<file path="config.mk">
export PLATFORM = sky130hd
export DESIGN_NAME = trc_top
export DESIGN_NICKNAME = d
export VERILOG_FILES = /design/src/trc_pkg.sv /design/src/trc_top.sv
export SDC_FILE = /design/constraint.sdc
export NUM_CORES = 1
export LEC_CHECK = 0
export BUFFER_PORTS_ARGS = -buffer_cell sky130_fd_sc_hd__buf_2
export CORE_ASPECT_RATIO = 0.5
export CORE_UTILIZATION = 57
export DETAILED_ROUTE_END_ITERATION = 16
export GPL_TIMING_DRIVEN = 0
export PLACE_DENSITY = 0.78
export SLEW_MARGIN = 10
export SYNTH_ARGS = -nofsm -noshare
export SYNTH_HDL_FRONTEND = slang
export SYNTH_SLANG_ARGS = --single-unit
</file>
<file path="constraint.sdc">
create_clock -name hclk -period 2.7 [get_ports hclk]
set_input_delay 0.54 -clock hclk [delete_from_list [all_inputs] [get_ports hclk]]
set_output_delay 0.54 -clock hclk [all_outputs]
set_load 0.02 [all_outputs]
</file>
<file path="src/trc_pkg.sv">
/*
  trc_pkg: constants and carrier types for the trip retry and start control block.
  assumes a 100 MHz hclk and 32-bit AHB-Lite register access.
*/
package trc_pkg;

  // ---------------------------------------------------------------
  // register map (byte offsets)
  // ---------------------------------------------------------------
  localparam logic [7:0] OFS_CTRL   = 8'h00;  // retry count, fan, profile, search mode
  localparam logic [7:0] OFS_IVAL   = 8'h04;  // retry interval, tenths of seconds
  localparam logic [7:0] OFS_SFREQ  = 8'h08;  // search frequency (high half) / fall rate (low half)
  localparam logic [7:0] OFS_STATUS = 8'h0C;  // block state
  localparam logic [7:0] OFS_CMD    = 8'h10;  // clear alarm

  // ---------------------------------------------------------------
  // field positions in ctrl
  // ---------------------------------------------------------------
  localparam int CTRL_RETRY_LSB  = 0;   // 4 bits
  localparam int CTRL_FAN_BIT    = 4;
  localparam int CTRL_PROF_LSB   = 8;   // 2 bits
  localparam int CTRL_SRCH_LSB   = 12;  // 3 bits
  localparam int CTRL_FCL_BIT    = 16;
  localparam int CTRL_TRYTRM_LSB = 20;  // 3 bits, output terminal with retry status
  localparam int CTRL_STMTRM_LSB = 24;  // 3 bits, input terminal with start mode

  localparam logic [31:0] CTRL_RST  = 32'h0000_0000;
  localparam logic [31:0] IVAL_RST  = 32'h0000_0005;
  localparam logic [31:0] SFREQ_RST = 32'h03E7_0001;

  // ---------------------------------------------------------------
  // codes
  // ---------------------------------------------------------------
  localparam logic [3:0]  RETRY_MAX       = 4'hA;
  localparam logic [11:0] IVAL_MIN        = 12'h005;   // 0.5 s
  localparam logic [11:0] IVAL_MAX        = 12'h0C8;   // 20.0 s
  localparam logic [15:0] SEARCH_FMAX     = 16'h03E7;  // 999 means start at fmax
  localparam logic [7:0]  TERM_FUNC_CODE  = 8'h1A;     // 26, routing code
  localparam logic [2:0]  SEARCH_FAIL_MAX = 3'h7;
  localparam logic [2:0]  TERM_NONE       = 3'h7;      // no terminal carries the function

  localparam real TICK_NS        = 10.0;
  localparam real DECISEC_NS     = 100000000.0;
  localparam int  DECISEC_CYC    = int'(DECISEC_NS / TICK_NS);
  localparam int  FAN_MIN_MIN    = 10;                 // minutes
  localparam int  FAN_MIN_DSEC   = FAN_MIN_MIN * 600;  // tenths of seconds

  typedef enum logic [1:0] {
    TRC_PROF_LINEAR = 2'h0,
    TRC_PROF_SWEAK  = 2'h1,
    TRC_PROF_SSTRNG = 2'h2,
    TRC_PROF_CURVE  = 2'h3
  } trc_prof_e;

  typedef enum logic [2:0] {
    TRC_SRCH_OFF = 3'h0,
    TRC_SRCH_FWD = 3'h3,
    TRC_SRCH_BI  = 3'h4,
    TRC_SRCH_REV = 3'h5
  } trc_srch_e;

  // trip sources; all but other are retryable
  typedef struct packed {
    logic ovcur;
    logic ovvolt;
    logic hs_heat;
    logic drv_heat;
    logic mot_heat;
    logic mot_load;
    logic drv_load;
    logic other;
  } trc_trip_s;

  // drive status from the ramp and current-limit core
  typedef struct packed {
    logic run_cmd;
    logic run_rev;
    logic hot;
    logic matched;
    logic srch_fail;
    logic above_base;
  } trc_drv_s;

  // start plan for the ramp generator
  typedef struct packed {
    logic       start;
    logic       search;
    logic       srch_rev;
    logic       use_fmax;
    logic       bidir;
    logic       cur_limit;
    trc_prof_e  profile;
    logic [6:0] inflect_pct;
    logic [7:0] stretch_pct;
    logic       taper;
  } trc_plan_s;

endpackage

</file>
<file path="src/trc_top.sv">
/*
  trc_top: trip auto-reset, cooling fan control, ramp profile select and
  start-mode / speed search control for a motor drive.
  assumes: AHB-Lite single word slave on hclk, terminals from pins, drive core same clock.
*/
// Chosen here: the placing of the registers and the AHB-Lite slave port.
// Notes on behaviour
// [RL1] retryable trip is cleared and drive restarts with no alarm
// [RL2] trips beyond the retry count raise alarm, no further auto reset
// [RL3] retry count 1 to 10 accepted, 0 disables retry
// [RL4] wait the reset interval 0.5 to 20.0 s before each reset
// [RL5] only the seven listed protective trips are retried
// [RL6] retry status may be routed to a chosen output terminal, code 26
// [RL7] fan control 1 stops fan when stopped and cool; 0 always on
// [RL8] fan runs at least 10 minutes once started
// [RL9] profile code 0 linear, 1 weak S, 2 strong S, 3 curvilinear
// [RL10] S-curve zones are 5 or 10 percent of maximum frequency
// [RL11] ramp time sets linear part; total 1.1 or 1.2 times
// [RL12] curvilinear ramps linearly below base, tapered above base
// [RL13] start mode input routed with code 26, absent means asserted
// [RL14] mode 0 starts normally; 3,4,5 search only if start mode asserted
// [RL15] search lowers frequency under current limit, then ramps normally
// [RL16] search frequency 999 starts search at maximum frequency
// [RL17] mode 3 and 4 follow command direction, 5 starts opposite
// [RL18] bidirectional patterns retry from the opposite direction on failure
// [RL19] search fall rate equals the frequency fall rate setting
// [RL20] the configurer enables fast current limit whenever search is used
// [RL21] seven consecutive failed searches raise an alarm and stop
`timescale 1ns/1ps
`default_nettype none

module trc_top
  import trc_pkg::*;
#(
  parameter int DSEC_CYC = DECISEC_CYC  // cycles per tenth of a second
) (
  input  wire logic             hclk,        // 100 MHz clock
  input  wire logic             hresetn,     // async reset, low
  input  wire logic             hsel,        // slave select
  input  wire logic [7:0]       haddr,       // byte address
  input  wire logic [1:0]       htrans,      // transfer type
  input  wire logic             hwrite,      // write
  input  wire logic [2:0]       hsize,       // size
  input  wire logic [31:0]      hwdata,      // write data
  input  wire logic             hready,      // bus ready
  output logic [31:0]           hrdata,      // read data
  output logic                  hreadyout,   // slave ready
  output logic                  hresp,       // always okay
  input  wire trc_pkg::trc_trip_s trip,      // trip sources
  input  wire trc_pkg::trc_drv_s  drv,       // drive status
  input  wire logic [4:0]       din,         // digital input terminals
  output logic [4:0]            dout,        // digital output terminals
  output logic                  trip_reset,  // pulse, clear tripped state
  output logic                  alarm,       // alarm held
  output logic                  search_alarm,// search failed alarm
  output logic                  fan_on,      // cooling fan
  output trc_pkg::trc_plan_s    plan,        // start plan
  output logic [15:0]           fall_rate,   // search fall rate
  output logic [15:0]           search_freq  // search start frequency
);

  // ---------------------------------------------------------------
  // register bus
  // ---------------------------------------------------------------
  logic [31:0] ctrl_q, ival_q, sfreq_q;
  logic [7:0]  wad_q;
  logic        wen_q, clr_q;
  logic        acc;

  assign acc       = hsel & hready & htrans[1];
  assign hreadyout = 1'b1;
  assign hresp     = 1'b0;

  always_ff @(posedge hclk or negedge hresetn) begin
    if (!hresetn) begin
      wen_q <= 1'b0;
      wad_q <= 8'h00;
    end else begin
      wen_q <= acc & hwrite;
      wad_q <= haddr;
    end
  end

  always_ff @(posedge hclk or negedge hresetn) begin
    if (!hresetn) begin
      ctrl_q  <= CTRL_RST;
      ival_q  <= IVAL_RST;
      sfreq_q <= SFREQ_RST;
    end else if (wen_q) begin
      unique case (wad_q)
        OFS_CTRL:  ctrl_q  <= hwdata;
        OFS_IVAL:  ival_q  <= hwdata;
        OFS_SFREQ: sfreq_q <= hwdata;
        default: ;
      endcase
    end
  end

  assign clr_q = wen_q & (wad_q == OFS_CMD) & hwdata[0];

  logic [3:0]  retry_count_param;
  logic        fan_control_param;
  trc_prof_e   ramp_profile_param;
  logic [2:0]  speed_search_mode_param;
  logic [11:0] retry_interval_param;
  logic [15:0] search_frequency_param;
  logic [15:0] frequency_fall_rate_param;
  logic        fast_current_limit_param;
  logic [2:0]  try_term, stm_term;

  // retry count clamped to 10, 0 disables
  assign retry_count_param = (ctrl_q[CTRL_RETRY_LSB +: 4] > RETRY_MAX) ?
                             RETRY_MAX : ctrl_q[CTRL_RETRY_LSB +: 4]; // RL3
  assign fan_control_param       = ctrl_q[CTRL_FAN_BIT];
  assign ramp_profile_param      = trc_prof_e'(ctrl_q[CTRL_PROF_LSB +: 2]); // RL9
  assign speed_search_mode_param = ctrl_q[CTRL_SRCH_LSB +: 3];
  assign fast_current_limit_param = ctrl_q[CTRL_FCL_BIT];
  assign try_term                = ctrl_q[CTRL_TRYTRM_LSB +: 3];
  assign stm_term                = ctrl_q[CTRL_STMTRM_LSB +: 3];
  // interval held inside 0.5 to 20.0 s
  assign retry_interval_param = (ival_q[11:0] < IVAL_MIN) ? IVAL_MIN :
                                (ival_q[11:0] > IVAL_MAX) ? IVAL_MAX : ival_q[11:0]; // RL4
  assign search_frequency_param    = sfreq_q[31:16];
  assign frequency_fall_rate_param = sfreq_q[15:0];

  // ---------------------------------------------------------------
  // input terminal synchronisers
  // ---------------------------------------------------------------
  logic [4:0] din1_q, din2_q, din3_q, dins_q;

  always_ff @(posedge hclk or negedge hresetn) begin
    if (!hresetn) begin
      din1_q <= 5'h00;
      din2_q <= 5'h00;
      din3_q <= 5'h00;
      dins_q <= 5'h00;
    end else begin
      din1_q <= din;
      din2_q <= din1_q;
      din3_q <= din2_q;
      for (int i = 0; i < 5; i++) begin
        if (din2_q[i] == din3_q[i]) dins_q[i] <= din3_q[i];
      end
    end
  end

  logic start_mode_select_input;
  // unrouted means asserted
  assign start_mode_select_input = (stm_term > 3'h4) ? 1'b1 : dins_q[stm_term]; // RL13

  // ---------------------------------------------------------------
  // tenth-second tick
  // ---------------------------------------------------------------
  logic [31:0] tick_cnt_q;
  logic        tick;

  assign tick = (tick_cnt_q == 32'(DSEC_CYC - 1));

  always_ff @(posedge hclk or negedge hresetn) begin
    if (!hresetn) tick_cnt_q <= 32'h0000_0000;
    else if (tick) tick_cnt_q <= 32'h0000_0000;
    else tick_cnt_q <= tick_cnt_q + 32'h0000_0001;
  end

  // ---------------------------------------------------------------
  // auto reset
  // ---------------------------------------------------------------
  typedef enum logic [1:0] {
    TRC_R_IDLE = 2'b00,
    TRC_R_WAIT = 2'b01,
    TRC_R_ALRM = 2'b11
  } trc_rst_e;

  trc_rst_e    rst_q;
  logic [3:0]  tries_q;
  logic [11:0] wait_q;
  logic        retryable, any_trip, reset_pulse_q, alarm_q;

  assign retryable = trip.ovcur | trip.ovvolt | trip.hs_heat | trip.drv_heat |
                     trip.mot_heat | trip.mot_load | trip.drv_load; // RL5
  assign any_trip  = retryable | trip.other;

  always_ff @(posedge hclk or negedge hresetn) begin
    if (!hresetn) begin
      rst_q         <= TRC_R_IDLE;
      tries_q       <= 4'h0;
      wait_q        <= 12'h000;
      reset_pulse_q <= 1'b0;
      alarm_q       <= 1'b0;
    end else begin
      reset_pulse_q <= 1'b0;
      unique case (rst_q)
        TRC_R_IDLE: begin
          if (trip.other || (any_trip && retry_count_param == 4'h0)) begin
            rst_q   <= TRC_R_ALRM; // RL5
            alarm_q <= 1'b1;
          end else if (retryable && tries_q >= retry_count_param) begin
            rst_q   <= TRC_R_ALRM; // RL2
            alarm_q <= 1'b1;
          end else if (retryable) begin
            rst_q   <= TRC_R_WAIT; // RL1
            wait_q  <= retry_interval_param;
            tries_q <= tries_q + 4'h1;
          end
        end
        TRC_R_WAIT: begin
          if (tick) begin
            if (wait_q <= 12'h001) begin
              rst_q         <= TRC_R_IDLE;
              reset_pulse_q <= 1'b1; // RL4
            end else begin
              wait_q <= wait_q - 12'h001;
            end
          end
        end
        TRC_R_ALRM: begin
          if (clr_q) begin
            rst_q   <= TRC_R_IDLE;
            alarm_q <= 1'b0;
            tries_q <= 4'h0;
          end
        end
        default: rst_q <= TRC_R_IDLE;
      endcase
    end
  end

  assign trip_reset = reset_pulse_q;
  logic retry_active_output;
  assign retry_active_output = (rst_q == TRC_R_WAIT) | (tries_q != 4'h0 && rst_q != TRC_R_ALRM);

  // retry status routed to the chosen output terminal
  always_ff @(posedge hclk or negedge hresetn) begin
    if (!hresetn) dout <= 5'h00;
    else begin
      for (int i = 0; i < 5; i++) begin
        dout[i] <= retry_active_output && (try_term == 3'(i)); // RL6
      end
    end
  end

  // ---------------------------------------------------------------
  // cooling fan
  // ---------------------------------------------------------------
  logic [15:0] fan_cnt_q;
  logic        fan_q, fan_need;

  assign fan_need = !fan_control_param || drv.run_cmd || drv.hot; // RL7

  always_ff @(posedge hclk or negedge hresetn) begin
    if (!hresetn) begin
      fan_q     <= 1'b1;
      fan_cnt_q <= 16'(FAN_MIN_DSEC);
    end else if (fan_need) begin
      if (!fan_q) fan_cnt_q <= 16'(FAN_MIN_DSEC);
      fan_q <= 1'b1;
    end else if (fan_q) begin
      if (fan_cnt_q == 16'h0000) fan_q <= 1'b0; // RL8
      else if (tick) fan_cnt_q <= fan_cnt_q - 16'h0001;
    end
  end
  assign fan_on = fan_q;

  // ---------------------------------------------------------------
  // start mode and speed search
  // ---------------------------------------------------------------
  logic       run_d_q, srch_dir_q, start_q, srch_q;
  logic [2:0] fail_q;
  logic       search_alarm_q, search_en;

  assign search_en = (speed_search_mode_param == TRC_SRCH_FWD ||
                      speed_search_mode_param == TRC_SRCH_BI ||
                      speed_search_mode_param == TRC_SRCH_REV) && start_mode_select_input; // RL14

  always_ff @(posedge hclk or negedge hresetn) begin
    if (!hresetn) begin
      run_d_q        <= 1'b0;
      start_q        <= 1'b0;
      srch_q         <= 1'b0;
      srch_dir_q     <= 1'b0;
      fail_q         <= 3'h0;
      search_alarm_q <= 1'b0;
    end else begin
      run_d_q <= drv.run_cmd;
      start_q <= drv.run_cmd & !run_d_q;
      // clear first so that a failure in the same cycle still sets the alarm
      if (clr_q) search_alarm_q <= 1'b0;
      if (drv.run_cmd && !run_d_q) begin
        srch_q     <= search_en;
        srch_dir_q <= drv.run_rev ^ (speed_search_mode_param == TRC_SRCH_REV); // RL17
        fail_q     <= 3'h0;
      end else if (srch_q && drv.matched) begin
        srch_q <= 1'b0; // RL15
      end else if (srch_q && drv.srch_fail) begin
        if (fail_q == SEARCH_FAIL_MAX - 3'h1) begin
          srch_q         <= 1'b0;
          search_alarm_q <= 1'b1; // RL21
        end else begin
          fail_q <= fail_q + 3'h1;
          if (speed_search_mode_param != TRC_SRCH_FWD && fail_q == 3'h0)
            srch_dir_q <= !srch_dir_q; // RL18
        end
      end
    end
  end

  assign search_alarm = search_alarm_q;
  assign alarm        = alarm_q | search_alarm_q;
  assign fall_rate    = frequency_fall_rate_param; // RL19
  assign search_freq  = search_frequency_param;

  always_comb begin
    plan           = '0;
    plan.start     = start_q;
    plan.search    = srch_q;
    plan.srch_rev  = srch_dir_q;
    plan.use_fmax  = (search_frequency_param == SEARCH_FMAX); // RL16
    plan.bidir     = (speed_search_mode_param == TRC_SRCH_BI) ||
                     (speed_search_mode_param == TRC_SRCH_REV); // RL18
    // limiting held only while searching; the configurer enables it
    plan.cur_limit = srch_q & fast_current_limit_param; // RL15 RL20
    plan.profile   = ramp_profile_param;
    unique case (ramp_profile_param)
      TRC_PROF_SWEAK: begin
        plan.inflect_pct = 7'd5; // RL10
        plan.stretch_pct = 8'd110; // RL11
      end
      TRC_PROF_SSTRNG: begin
        plan.inflect_pct = 7'd10; // RL10
        plan.stretch_pct = 8'd120; // RL11
      end
      TRC_PROF_CURVE: begin
        plan.stretch_pct = 8'd100;
        plan.taper       = drv.above_base; // RL12
      end
      TRC_PROF_LINEAR: plan.stretch_pct = 8'd100;
    endcase
  end

  // ---------------------------------------------------------------
  // register read
  // ---------------------------------------------------------------
  always_ff @(posedge hclk or negedge hresetn) begin
    if (!hresetn) hrdata <= 32'h0000_0000;
    else if (acc && !hwrite) begin
      unique case (haddr)
        OFS_CTRL:   hrdata <= ctrl_q;
        OFS_IVAL:   hrdata <= ival_q;
        OFS_SFREQ:  hrdata <= sfreq_q;
        OFS_STATUS: hrdata <= {16'h0000, 1'b0, fail_q, tries_q, fan_q, srch_q,
                               search_alarm_q, alarm_q, 2'b00, rst_q};
        default:    hrdata <= 32'h0000_0000;
      endcase
    end
  end

  // ---------------------------------------------------------------
  // checks
  // ---------------------------------------------------------------
  property p_no_retry_zero;
    @(posedge hclk) disable iff (!hresetn)
      (rst_q == TRC_R_IDLE && retryable && retry_count_param == 4'h0) |=> alarm_q;
  endproperty
  a_no_retry_zero: assert property (p_no_retry_zero) else $error("zero count retried"); // RL3

  property p_other_alarm;
    @(posedge hclk) disable iff (!hresetn)
      (rst_q == TRC_R_IDLE && trip.other) |=> (rst_q == TRC_R_ALRM);
  endproperty
  a_other_alarm: assert property (p_other_alarm) else $error("other fault retried"); // RL5

  property p_retry_wait;
    @(posedge hclk) disable iff (!hresetn)
      (rst_q == TRC_R_IDLE && retryable && !trip.other && tries_q < retry_count_param)
        |=> (rst_q == TRC_R_WAIT && !alarm_q);
  endproperty
  a_retry_wait: assert property (p_retry_wait) else $error("retry not started"); // RL1

  property p_exceed;
    @(posedge hclk) disable iff (!hresetn)
      (rst_q == TRC_R_IDLE && retryable && tries_q >= retry_count_param) |=> alarm_q;
  endproperty
  a_exceed: assert property (p_exceed) else $error("no alarm past count"); // RL2

  property p_no_reset_in_alarm;
    @(posedge hclk) disable iff (!hresetn)
      (rst_q == TRC_R_ALRM) |=> !trip_reset;
  endproperty
  a_no_reset_in_alarm: assert property (p_no_reset_in_alarm) else $error("reset in alarm"); // RL2

  property p_fan_always;
    @(posedge hclk) disable iff (!hresetn)
      !fan_control_param |=> fan_on;
  endproperty
  a_fan_always: assert property (p_fan_always) else $error("fan off while forced"); // RL7

  property p_fan_min;
    @(posedge hclk) disable iff (!hresetn)
      ($fell(fan_q)) |-> ($past(fan_cnt_q) == 16'h0000);
  endproperty
  a_fan_min: assert property (p_fan_min) else $error("fan stopped early"); // RL8

  property p_unrouted_stm;
    @(posedge hclk) disable iff (!hresetn)
      (drv.run_cmd && !run_d_q && stm_term == TERM_NONE && speed_search_mode_param == 3'h3)
        |=> srch_q;
  endproperty
  a_unrouted_stm: assert property (p_unrouted_stm) else $error("unrouted not asserted"); // RL13

  property p_mode0;
    @(posedge hclk) disable iff (!hresetn)
      (drv.run_cmd && !run_d_q && speed_search_mode_param == 3'h0) |=> !srch_q;
  endproperty
  a_mode0: assert property (p_mode0) else $error("searched in mode 0"); // RL14

endmodule

`default_nettype wire

</file>
* Word-level counts from Yosys, hierarchy flattened
Cells that the tools add are included.
** Word-level totals
- Flip-flop bits (word level) :: 239
- Bits of input ports :: 69
- Output and inout bits :: 99
- Logic and storage cells :: 214
** Cells by class
- Add/subtract/negate cells :: 5
- Magnitude comparators :: 7
- Equality and inequality tests :: 41
- Muxes and demuxes :: 62
- Bitwise gates (word level) :: 17
- Reduce and logical (&&, ||, !) cells :: 53
** Operator list (count)
- $pmux 32 s4 :: 1
- $mux 12 :: 7
- $mux 16 :: 5
- $add 32x1->32 const B :: 1
- $eq 32x24->1 const B :: 1
- $mux 32 :: 1
- $mux 1 :: 26
- $eq 8x4->1 const B :: 3
- $ne 2x2->1 const B :: 12
- $pmux 12 s2 :: 1
- $pmux 8 s3 :: 1
- $mux 4 :: 5
- $eq 16x10->1 const B :: 1
- $eq 8x3->1 const B :: 2
- $logic_not 16->1 :: 1
- $logic_not 8->1 :: 2
- $pmux 4 s2 :: 2
- $sub 16x1->16 const B :: 1
- $logic_and 1x1->1 :: 14
- $eq 3x3->1 const B :: 4
- $gt 12x8->1 const B :: 1
- $le 12x1->1 const B :: 1
- $lt 12x3->1 const B :: 1
- $mux 2 :: 6
- 37 further kinds :: 85

* Depth between registers and ports, before layout
Gate-level depths: netlist of the first run.
- Word-level depth :: 11
- Depth in mapped cells :: 10
- Gate-level depth less buffers :: 9

* Worst setup path after synthesis of the first run
Ideal clock, no wire load.
- Path kind :: register to output
- Start point :: reg sfreq_q[22]
- End point :: out plan[20] (netlist bit)
- Data arrival time :: 1.900 ns
- Required time :: 2.160 ns
- Slack :: 0.260 ns
- Stages on the path, launching flop included :: 3
- Path buffers :: 0
- Cells stage by stage :: dfstp_2 -> or4b_2 -> nor4_1
** RTL lines
- from (decl) :: RTL line trc_top.sv:65 : logic [31:0] ctrl_q, ival_q, sfreq_q;
- from (signal assigned) :: RTL line trc_top.sv:93 : OFS_SFREQ: sfreq_q <= hwdata;
- to (decl) :: RTL line trc_top.sv:57 : output trc_pkg::trc_plan_s plan,

==> results of run 1 <==
## worst max-delay path: stages, from the launching register on
cell and delay [ns]:
dfstp_2 0.56, or4b_2 0.62, nor4_2 0.23, buf_4 0.21
## kinds of logic after synthesis
logic type,Yosys count,share of synthesized area [%]
and+or+nand+nor,284,13.7
buffers and inverters,76,3.31
adders and majority gates,21,2.30
other,2,0.0690
DFF,239,55.2
muxes,134,15.0
AOI/OAI and AO/OA,121,6.84
xor gates and xnor gates,45,3.62
## through the flow
step,worst slack [ns],hold slack [ns],TNS [ns],instance area [um^2]
6_report,0.0381,-0.0154,0,12900
5_1_grt,-0.0361,0.0196,-0.168,12900
4_1_cts,0.0200,0.00545,0,12800
3_5_place_dp,-0.415,0.336,-24.42,12100
3_3_place_gp,-2.97,0.332,-696.25,12000
2_1_floorplan,0.260,0.244,0,10900
## report_power, final
group	switching, mW	internal [mW]	leakage (nW)	total (mW)
clock network	1.35	1.80	0.356	3.15
registers	0.133	3.72	3.05	3.85
logic	0.467	0.317	2.75	0.784
total	1.95	5.84	6.16	7.79
## final cells by class
cell class	instances	area (um^2)	area share [%]
plain buffers	53	280	2.17
clock buffers	34	667	5.17
clock inverters	6	57.6	0.446
inverters	22	82.6	0.640
multi-input cells	614	4600	35.7
flip-flops and latches	239	6000	46.6
well taps	259	324	2.51
repair buffers	162	883	6.85
## worst min-delay path by stage
| stage | end | startpoint | depth (start not counted) | slack (ns) |
|---|---|---|---|---|
| final | hrdata[4]$_DFFE_PN0P_ | hresetn | 1 | -0.02 |
| after CTS | hrdata[4]$_DFFE_PN0P_ | hresetn | 1 | 0.005 |
| after floorplan | alarm_q$_DFFE_PN0P_ | hresetn | 0 | 0.24 |
| after detailed placement | din2_q[2]$_DFF_PN0_ | din1_q[2]$_DFF_PN0_ | 0 | 0.34 |
| after global routing | hrdata[4]$_DFFE_PN0P_ | hresetn | 1 | 0.02 |
| after global placement | din2_q[0]$_DFF_PN0_ | din1_q[0]$_DFF_PN0_ | 0 | 0.33 |
## cell usage after synthesis (all sizes together), types with 4 or more instances
master and number:
a21oi 38, a22o 13, and2 6, and3 8, and4 5, buf 31
clkbuf 23, dfrtp 220, dfstp 19, ha 16, inv 22, maj3 5
mux2 95, mux2i 25, mux4 14, nand2 68, nand3 28, nand3b 7
nand4 10, nand4b 9, nor2 80, nor2b 7, nor3 18, nor4 10
nor4b 5, o21ai 43, o41ai 9, or3 4, or4 10, xnor2 17
xor2 28
## state kept, by name (all words and copies together) (netlist names), 2 cells and up
register and cells:
tick_cnt_q 32, ival_q 32, tries_q 4, fan_cnt_q 16
din3_q 5, dins_q 5, wad_q 8, wait_q 12
sfreq_q 32, fail_q 3, din2_q 5, ctrl_q 32
dout 5, din1_q 5, rst_q 2, hrdata 32
## repair_timing
| item | 4_1_cts | 5_1_grt |
|---|---|---|
| pin swaps | 2 | 2 |
| gates resized for setup | 9 | 7 |
| setup endpoints to repair | 56 | 39 |
| setup buffers | 0 | 6 |
## layer usage
metal	share of wire, %	up-vias
li1	-	3659
met1	44	4107
met2	47	271
met3	6.8	49
met4	2.4	0
met5	0	-
==> metrics.csv, run 1 <==
metric,value,unit
status,"finished, violations left",
violations,negative hold slack,
yosysTopAreaCell,dfrtp_1,
fill_cells,1378,
clockBufferDepth,3,
fp.dieH,99.7,um
fin_crit,2.66,ns
end_kind,output port,
start_kind,flip-flop,
rr_worst_depth,6,
hold-worst-slack,-0.0154,ns
cts_htree_levels,1,
yosysWarningCount,0,
worstPathArrival,2.12,ns
critical_path.endpoint,plan[20],
drive_gt1_share,32.8,%
vias,8086,
ys_async_sr_fraction,100,%
syn2layout_area_growth,18.5,%
met3_usage,4.20,%
io_pins,168,
ys_seq_elements,239,
tritoncts,done,
cp.required,2.16,ns
core_area,18600,um^2
slew_headroom,27.3,%
gr-total-overflow,0,
diodes,0,
final_cells,1389,
path_clk_slew,0.07,ns
wl,26.7,mm
cts_root_buf,clkbuf_16,
die_area,19700,um^2
max_cap_viol_count,0,
grt-busiest-layer,met2,
place_congestion,0.904,
io_buffers,154,
syn_inst,922,
num_rows,35,
total_power,7.79,mW
worstMarginPinSlew,1.08,ns
worst-setup-path-type,reg -> out,
crit_fanout,4,
cts_inserted_buffers,22,
antenna_found_initial,0,
reg2reg_from,tick_cnt_q[27]$_DFF_PN0_,
drc,0,
grtUsageTotal,27.7,%
post-route-util,69.5,%
ys_top_cells_by_area,"dfrtp_1 51%, mux2_2 9.8%, dfstp_2 4.6%, mux4_2 2.9%, nor2_1 2.7%",
syn_area,10900,um^2
die_w,197,um
ys.flop_type,dfrtp_1,
fin_crit_sh,98.6,%
synth_top_area_share,50.6,%
clkSinkCount,239,
synth_seq_area_share,55.2,%
p_leak,6.16,nW
clk_latency,0.51,ns
synth.avg_cell_area,11.8,um^2
slew_viol_final,0,
regToRegSetupSlack,0.07,ns
worst_r2r_endpoint,wait_q[3]$_DFFE_PN0P_,
worstSetupStartpoint,sfreq_q[22]$_DFFE_PN1P_,
grt_pass1_wl,42.1,mm
viasPerCell,5.82,
ant_nets,0,
drtPass1Iterations,6,
wl_per_cell,19.2,um
layout_common_cells,"220 x dfrtp_1, 155 x buf_2, 95 x mux2_2",
drt-initial-drc-count,582,
nets,1199,
setup_viol,0,
use_met2,42.8,%
synth_cell_types,61,
dp_hpwl,18.7,mm
skew,0.0153,ns
rsz0062_at_grt,yes,
hold_viol_final,7,
synth-edff-count,0,
grt_max_degree,107,
grt_pass1_vias,7903,
peakVddDrop,0.415,mV
place_inst,1344,
power_density,604,nW/um^2
postCtsHoldBufs,0,
met1_usage,41.2,%
final_common_cell,dfrtp_1,
max_freq,376,MHz
start_util,58.6,%
min_path_type,in -> async,
Power figures use the tool's default switching activity.
==> run 2, diff against run 1 <==
Settings changed: HOLD_SLACK_MARGIN set to 0.05, SKIP_CTS_REPAIR_TIMING set to 1.
==> metrics.csv, run 2 (synthesized netlist as in run 1, its figures left out) <==
metric,value,unit
status,finished clean,
slowest_delay,0.64,ns
cts_inserted_buffers,22,
fin_crit_sh,96.4,%
worstSetupStartpoint,sfreq_q[17]$_DFFE_PN1P_,
path_clk_slew,0.06,ns
pre_cts_ws,-0.415,ns
final_cells,1391,
drtPass1Iterations,5,
worstPathArrival,2.06,ns
wl,26.7,mm
num_rows,35,
power_frac_comb,10.2,%
drive_gt1_share,33.0,%
max_freq,384,MHz
wl_per_cell,19.2,um
io_pins,168,
postPlaceCellArea,12100,um^2
rsz0062_at_grt,yes,
skew,0.0149,ns
worst-setup-path-type,reg -> out,
power_density,603,nW/um^2
min_from,din[1],
clock_power_share,40.4,%
path_cells,or4b_2 > nor4_4 > buf_4,
drc,0,
clk_latency,0.51,ns
clkSinkCount,239,
core_area,18600,um^2
p_int,5.84,mW
grt_max_degree,107,
worstMarginPinSlew,1.22,ns
place_inst,1344,
antenna_found_initial,1,
nets,1200,
grt_pass1_wl,42.1,mm
die_area,19700,um^2
slew_headroom,18.1,%
hold_viol_final,0,
grtUsageTotal,27.7,%
reg2reg_from,ctrl_q[2]$_DFFE_PN0P_,
switchingPower,1.95,mW
cp.required,2.16,ns
setup_viol,0,
place_congestion,0.904,
final_common_cell,dfrtp_1,
final_cell_area,12900,um^2
tritoncts,done,
fill_cells,1372,
setup_ws,0.0962,ns
swShare,25.1,%
viasPerCell,5.78,
gr-total-overflow,0,
cts_root_buf,clkbuf_16,
clockBufferDepth,3,
grt_pass1_vias,7930,
start_util,58.6,%
layout_common_cells,"220 x dfrtp_1, 155 x buf_2, 95 x mux2_2",
slew_viol_final,0,
drt-initial-drc-count,585,
end_kind,output port,
total_power,7.80,mW
power_frac_seq,49.4,%
fin_crit,2.60,ns
crit_fanout,4,
io_buffers,154,
syn2layout_area_growth,18.8,%
max_cap_viol_count,0,
peakVddDrop,0.416,mV
dp_hpwl,18.7,mm
vias,8038,
die_w,197,um
start_kind,flip-flop,
p_leak,6.18,nW
fp.dieH,99.7,um
slowest_stage,or4b_2,
min_path_type,in -> reg,
ant_nets,0,
cts_htree_levels,1,
run 2: metal layers:
metal  up-vias  global-route usage, %  wire, um  part of all wire, %
li1       3653                      -         -                    -
met1      4088                   41.0     11900                   45
met2       246                   42.9     12500                   47
met3        51                   4.37      1720                  6.4
met4         0                   7.39       633                  2.4
met5         -                      0         0                    0
run 2: final cells by class:
class | instances | area [um^2] | share of cell area [%]
diodes | 1 | 2.50 | 0.0193
repair buffers | 163 | 893 | 6.91
well taps | 259 | 324 | 2.51
clock inverters | 6 | 57.6 | 0.445
inverters | 22 | 82.6 | 0.638
clock buffers | 34 | 667 | 5.16
multi-input cells | 614 | 4620 | 35.7
plain buffers | 53 | 280 | 2.17
flip-flops and latches | 239 | 6000 | 46.4
run 2: path summary, 6_finish.rpt:
kind,end,slack [ns],cells past startpoint
worst max-delay path,plan[20],0.1,3
worst min-delay path,din1_q[1]$_DFF_PN0_,0.13,1
worst max register to register,wait_q[6]$_DFFE_PN0P_,0.12,10
worst min register to register,din2_q[1]$_DFF_PN0_,0.35,0
max in group asynchronous,sfreq_q[21]$_DFFE_PN1P_,0.87,4
min in group asynchronous,hrdata[4]$_DFFE_PN0P_,0.58,2
run 2: power by group through the flow:
stage | clock network (mW) | logic [mW] | registers, mW
floorplan | 0 | 0.484 | 3.89
global placement | 0 | 0.740 | 3.90
detailed placement | 0 | 0.772 | 3.91
CTS | 3.18 | 0.778 | 3.85
global route | 3.33 | 0.885 | 3.87
finish | 3.15 | 0.792 | 3.85
run 2: worst max-delay path: cells and delay by family, from the launching register on:
family,cells,cell delay [ns]
AND/OR/NAND/NOR,2,0.81
flip-flops,1,0.57
buffers and inverters,1,0.19
run 2: metrics by stage:
stage          TNS (ns)  hold WS, ns  util (%)
5_1_grt         -0.0799        0.124      69.7
2_1_floorplan         0        0.244         -
3_5_place_dp     -24.42        0.336      65.0
6_report              0        0.131      69.7
4_1_cts          -16.44      0.00545      68.9
3_3_place_gp    -696.25        0.332      64.7
==> run 3, diff against run 2 <==
Settings changed: PLACE_DENSITY 0.78 to 0.76.
==> metrics.csv, run 3 (synthesized netlist as in run 1, its figures left out) <==
metric,value,unit
status,finished clean,
place_congestion,0.895,
grt_pass1_wl,42.1,mm
clkSinkCount,239,
final_common_cell,dfrtp_1,
worstMarginPinSlew,1.27,ns
path_clk_slew,0.07,ns
grt_pass1_vias,7889,
io_buffers,154,
cts_inserted_buffers,22,
grt_max_degree,114,
power_frac_seq,48.8,%
num_rows,35,
slowest_delay,0.60,ns
vias,7984,
skew,0.0274,ns
die_area,19700,um^2
setup_viol,0,
switchingPower,1.96,mW
end_kind,output port,
max_freq,379,MHz
cts_htree_levels,1,
clockBufferDepth,3,
hold_viol_final,0,
worstPathArrival,2.10,ns
die_w,197,um
slowest_stage,or4b_2,
drt-initial-drc-count,489,
path_cells,or4b_2 > nor4_2 > buf_4,
layout_common_cells,"219 x dfrtp_1, 155 x buf_2, 95 x mux2_2",
drtPass1Iterations,6,
start_kind,flip-flop,
slew_viol_final,0,
hold-worst-slack,0.147,ns
antenna_found_initial,0,
gr-total-overflow,0,
setup_ws,0.0633,ns
tritoncts,done,
crit_fanout,4,
syn2layout_area_growth,18.9,%
start_util,58.6,%
drive_gt1_share,33.2,%
power_density,610,nW/um^2
p_leak,6.17,nW
ant_nets,0,
pre_cts_ws,-0.415,ns
min_path_type,in -> reg,
swShare,24.8,%
fin_crit_sh,97.7,%
viasPerCell,5.74,
worst-setup-path-type,reg -> out,
p_int,5.94,mW
max_cap_viol_count,0,
power_frac_comb,10.1,%
io_pins,168,
core_area,18600,um^2
fp.dieH,99.7,um
total_power,7.90,mW
fin_crit,2.64,ns
cts_root_buf,clkbuf_16,
grtUsageTotal,27.7,%
rsz0062_at_grt,no,
dp_hpwl,18.7,mm
clock_power_share,41.1,%
drc,0,
nets,1199,
cp.required,2.16,ns
wl_per_cell,19.0,um
clk_latency,0.51,ns
peakVddDrop,0.401,mV
wl,26.4,mm
slew_headroom,14.6,%
==> run 3: cell types whose count changed in the layout (fill, tap and decap cells not counted), sizes merged <==
| cell | before | now |
|---|---|---|
| clkinv | 4 | 5 |
| buf | 192 | 191 |
| inv | 22 | 23 |
| clkinvlp | 1 | 0 |
| clkbuf | 57 | 55 |
| bufinv | 1 | 2 |
==> run 3: cell type report <==
class	count	area, um^2
Tap cell	259	324
Antenna cell	1	2.50
Clock buffer	32	659
Inverter	22	82.6
Multi-Input combinational cell	614	4610
Clock inverter	8	96.3
Buffer	53	279
Sequential cell	239	6010
Timing Repair Buffer	162	886
Fill cell	1397	5620
==> run 3: final timing paths <==
check,start,endpoint,slack (ns),cells past startpoint
setup / recovery,sfreq_q[22]$_DFFE_PN1P_,plan[20],0.06,3
hold / removal,haddr[2],wad_q[2]$_DFF_PN0_,0.15,1
max in group asynchronous,hresetn,tick_cnt_q[27]$_DFF_PN0_,1.19,3
min in group asynchronous,hresetn,hrdata[7]$_DFFE_PN0P_,0.56,2
hold reg to reg,din1_q[1]$_DFF_PN0_,din2_q[1]$_DFF_PN0_,0.35,0
setup reg to reg,wad_q[1]$_DFF_PN0_,ctrl_q[31]$_DFFE_PN0P_,0.07,6
==> run 3: per-stage QoR <==
stage	std cells	util (%)	setup TNS (ns)	instance area, um^2
after floorplan	929	-	0	10900
after global placement	1342	64.7	-705.34	12000
after detailed placement	1344	65.0	-25.36	12100
after CTS	1384	69.1	-17.06	12800
after global routing	1389	69.7	0	12900
final	1390	69.7	0	12900
==> run 3: power groups by stage <==
stage                     registers [mW]  logic, mW  clock network, mW
final                               3.86      0.796               3.25
after global routing                3.87      0.881               3.43
after CTS                           3.85      0.777               3.29
after detailed placement            3.91      0.772                  0
after global placement              3.90      0.741                  0
after floorplan                     3.89      0.484                  0
==> run 3: worst max-delay path, delay by kind of cell (launching register included) <==
family,cells,cell delay [ns]
AND/OR/NAND/NOR,2,0.86
flip-flops,1,0.55
buffers and inverters,1,0.18
==> run 3: layer usage <==
layer  global-route usage (%)  share of wire (%)
met5                        0                  0
met4                     6.20                1.5
met3                     4.54                5.1
met2                     44.3                 47
met1                     40.1                 46
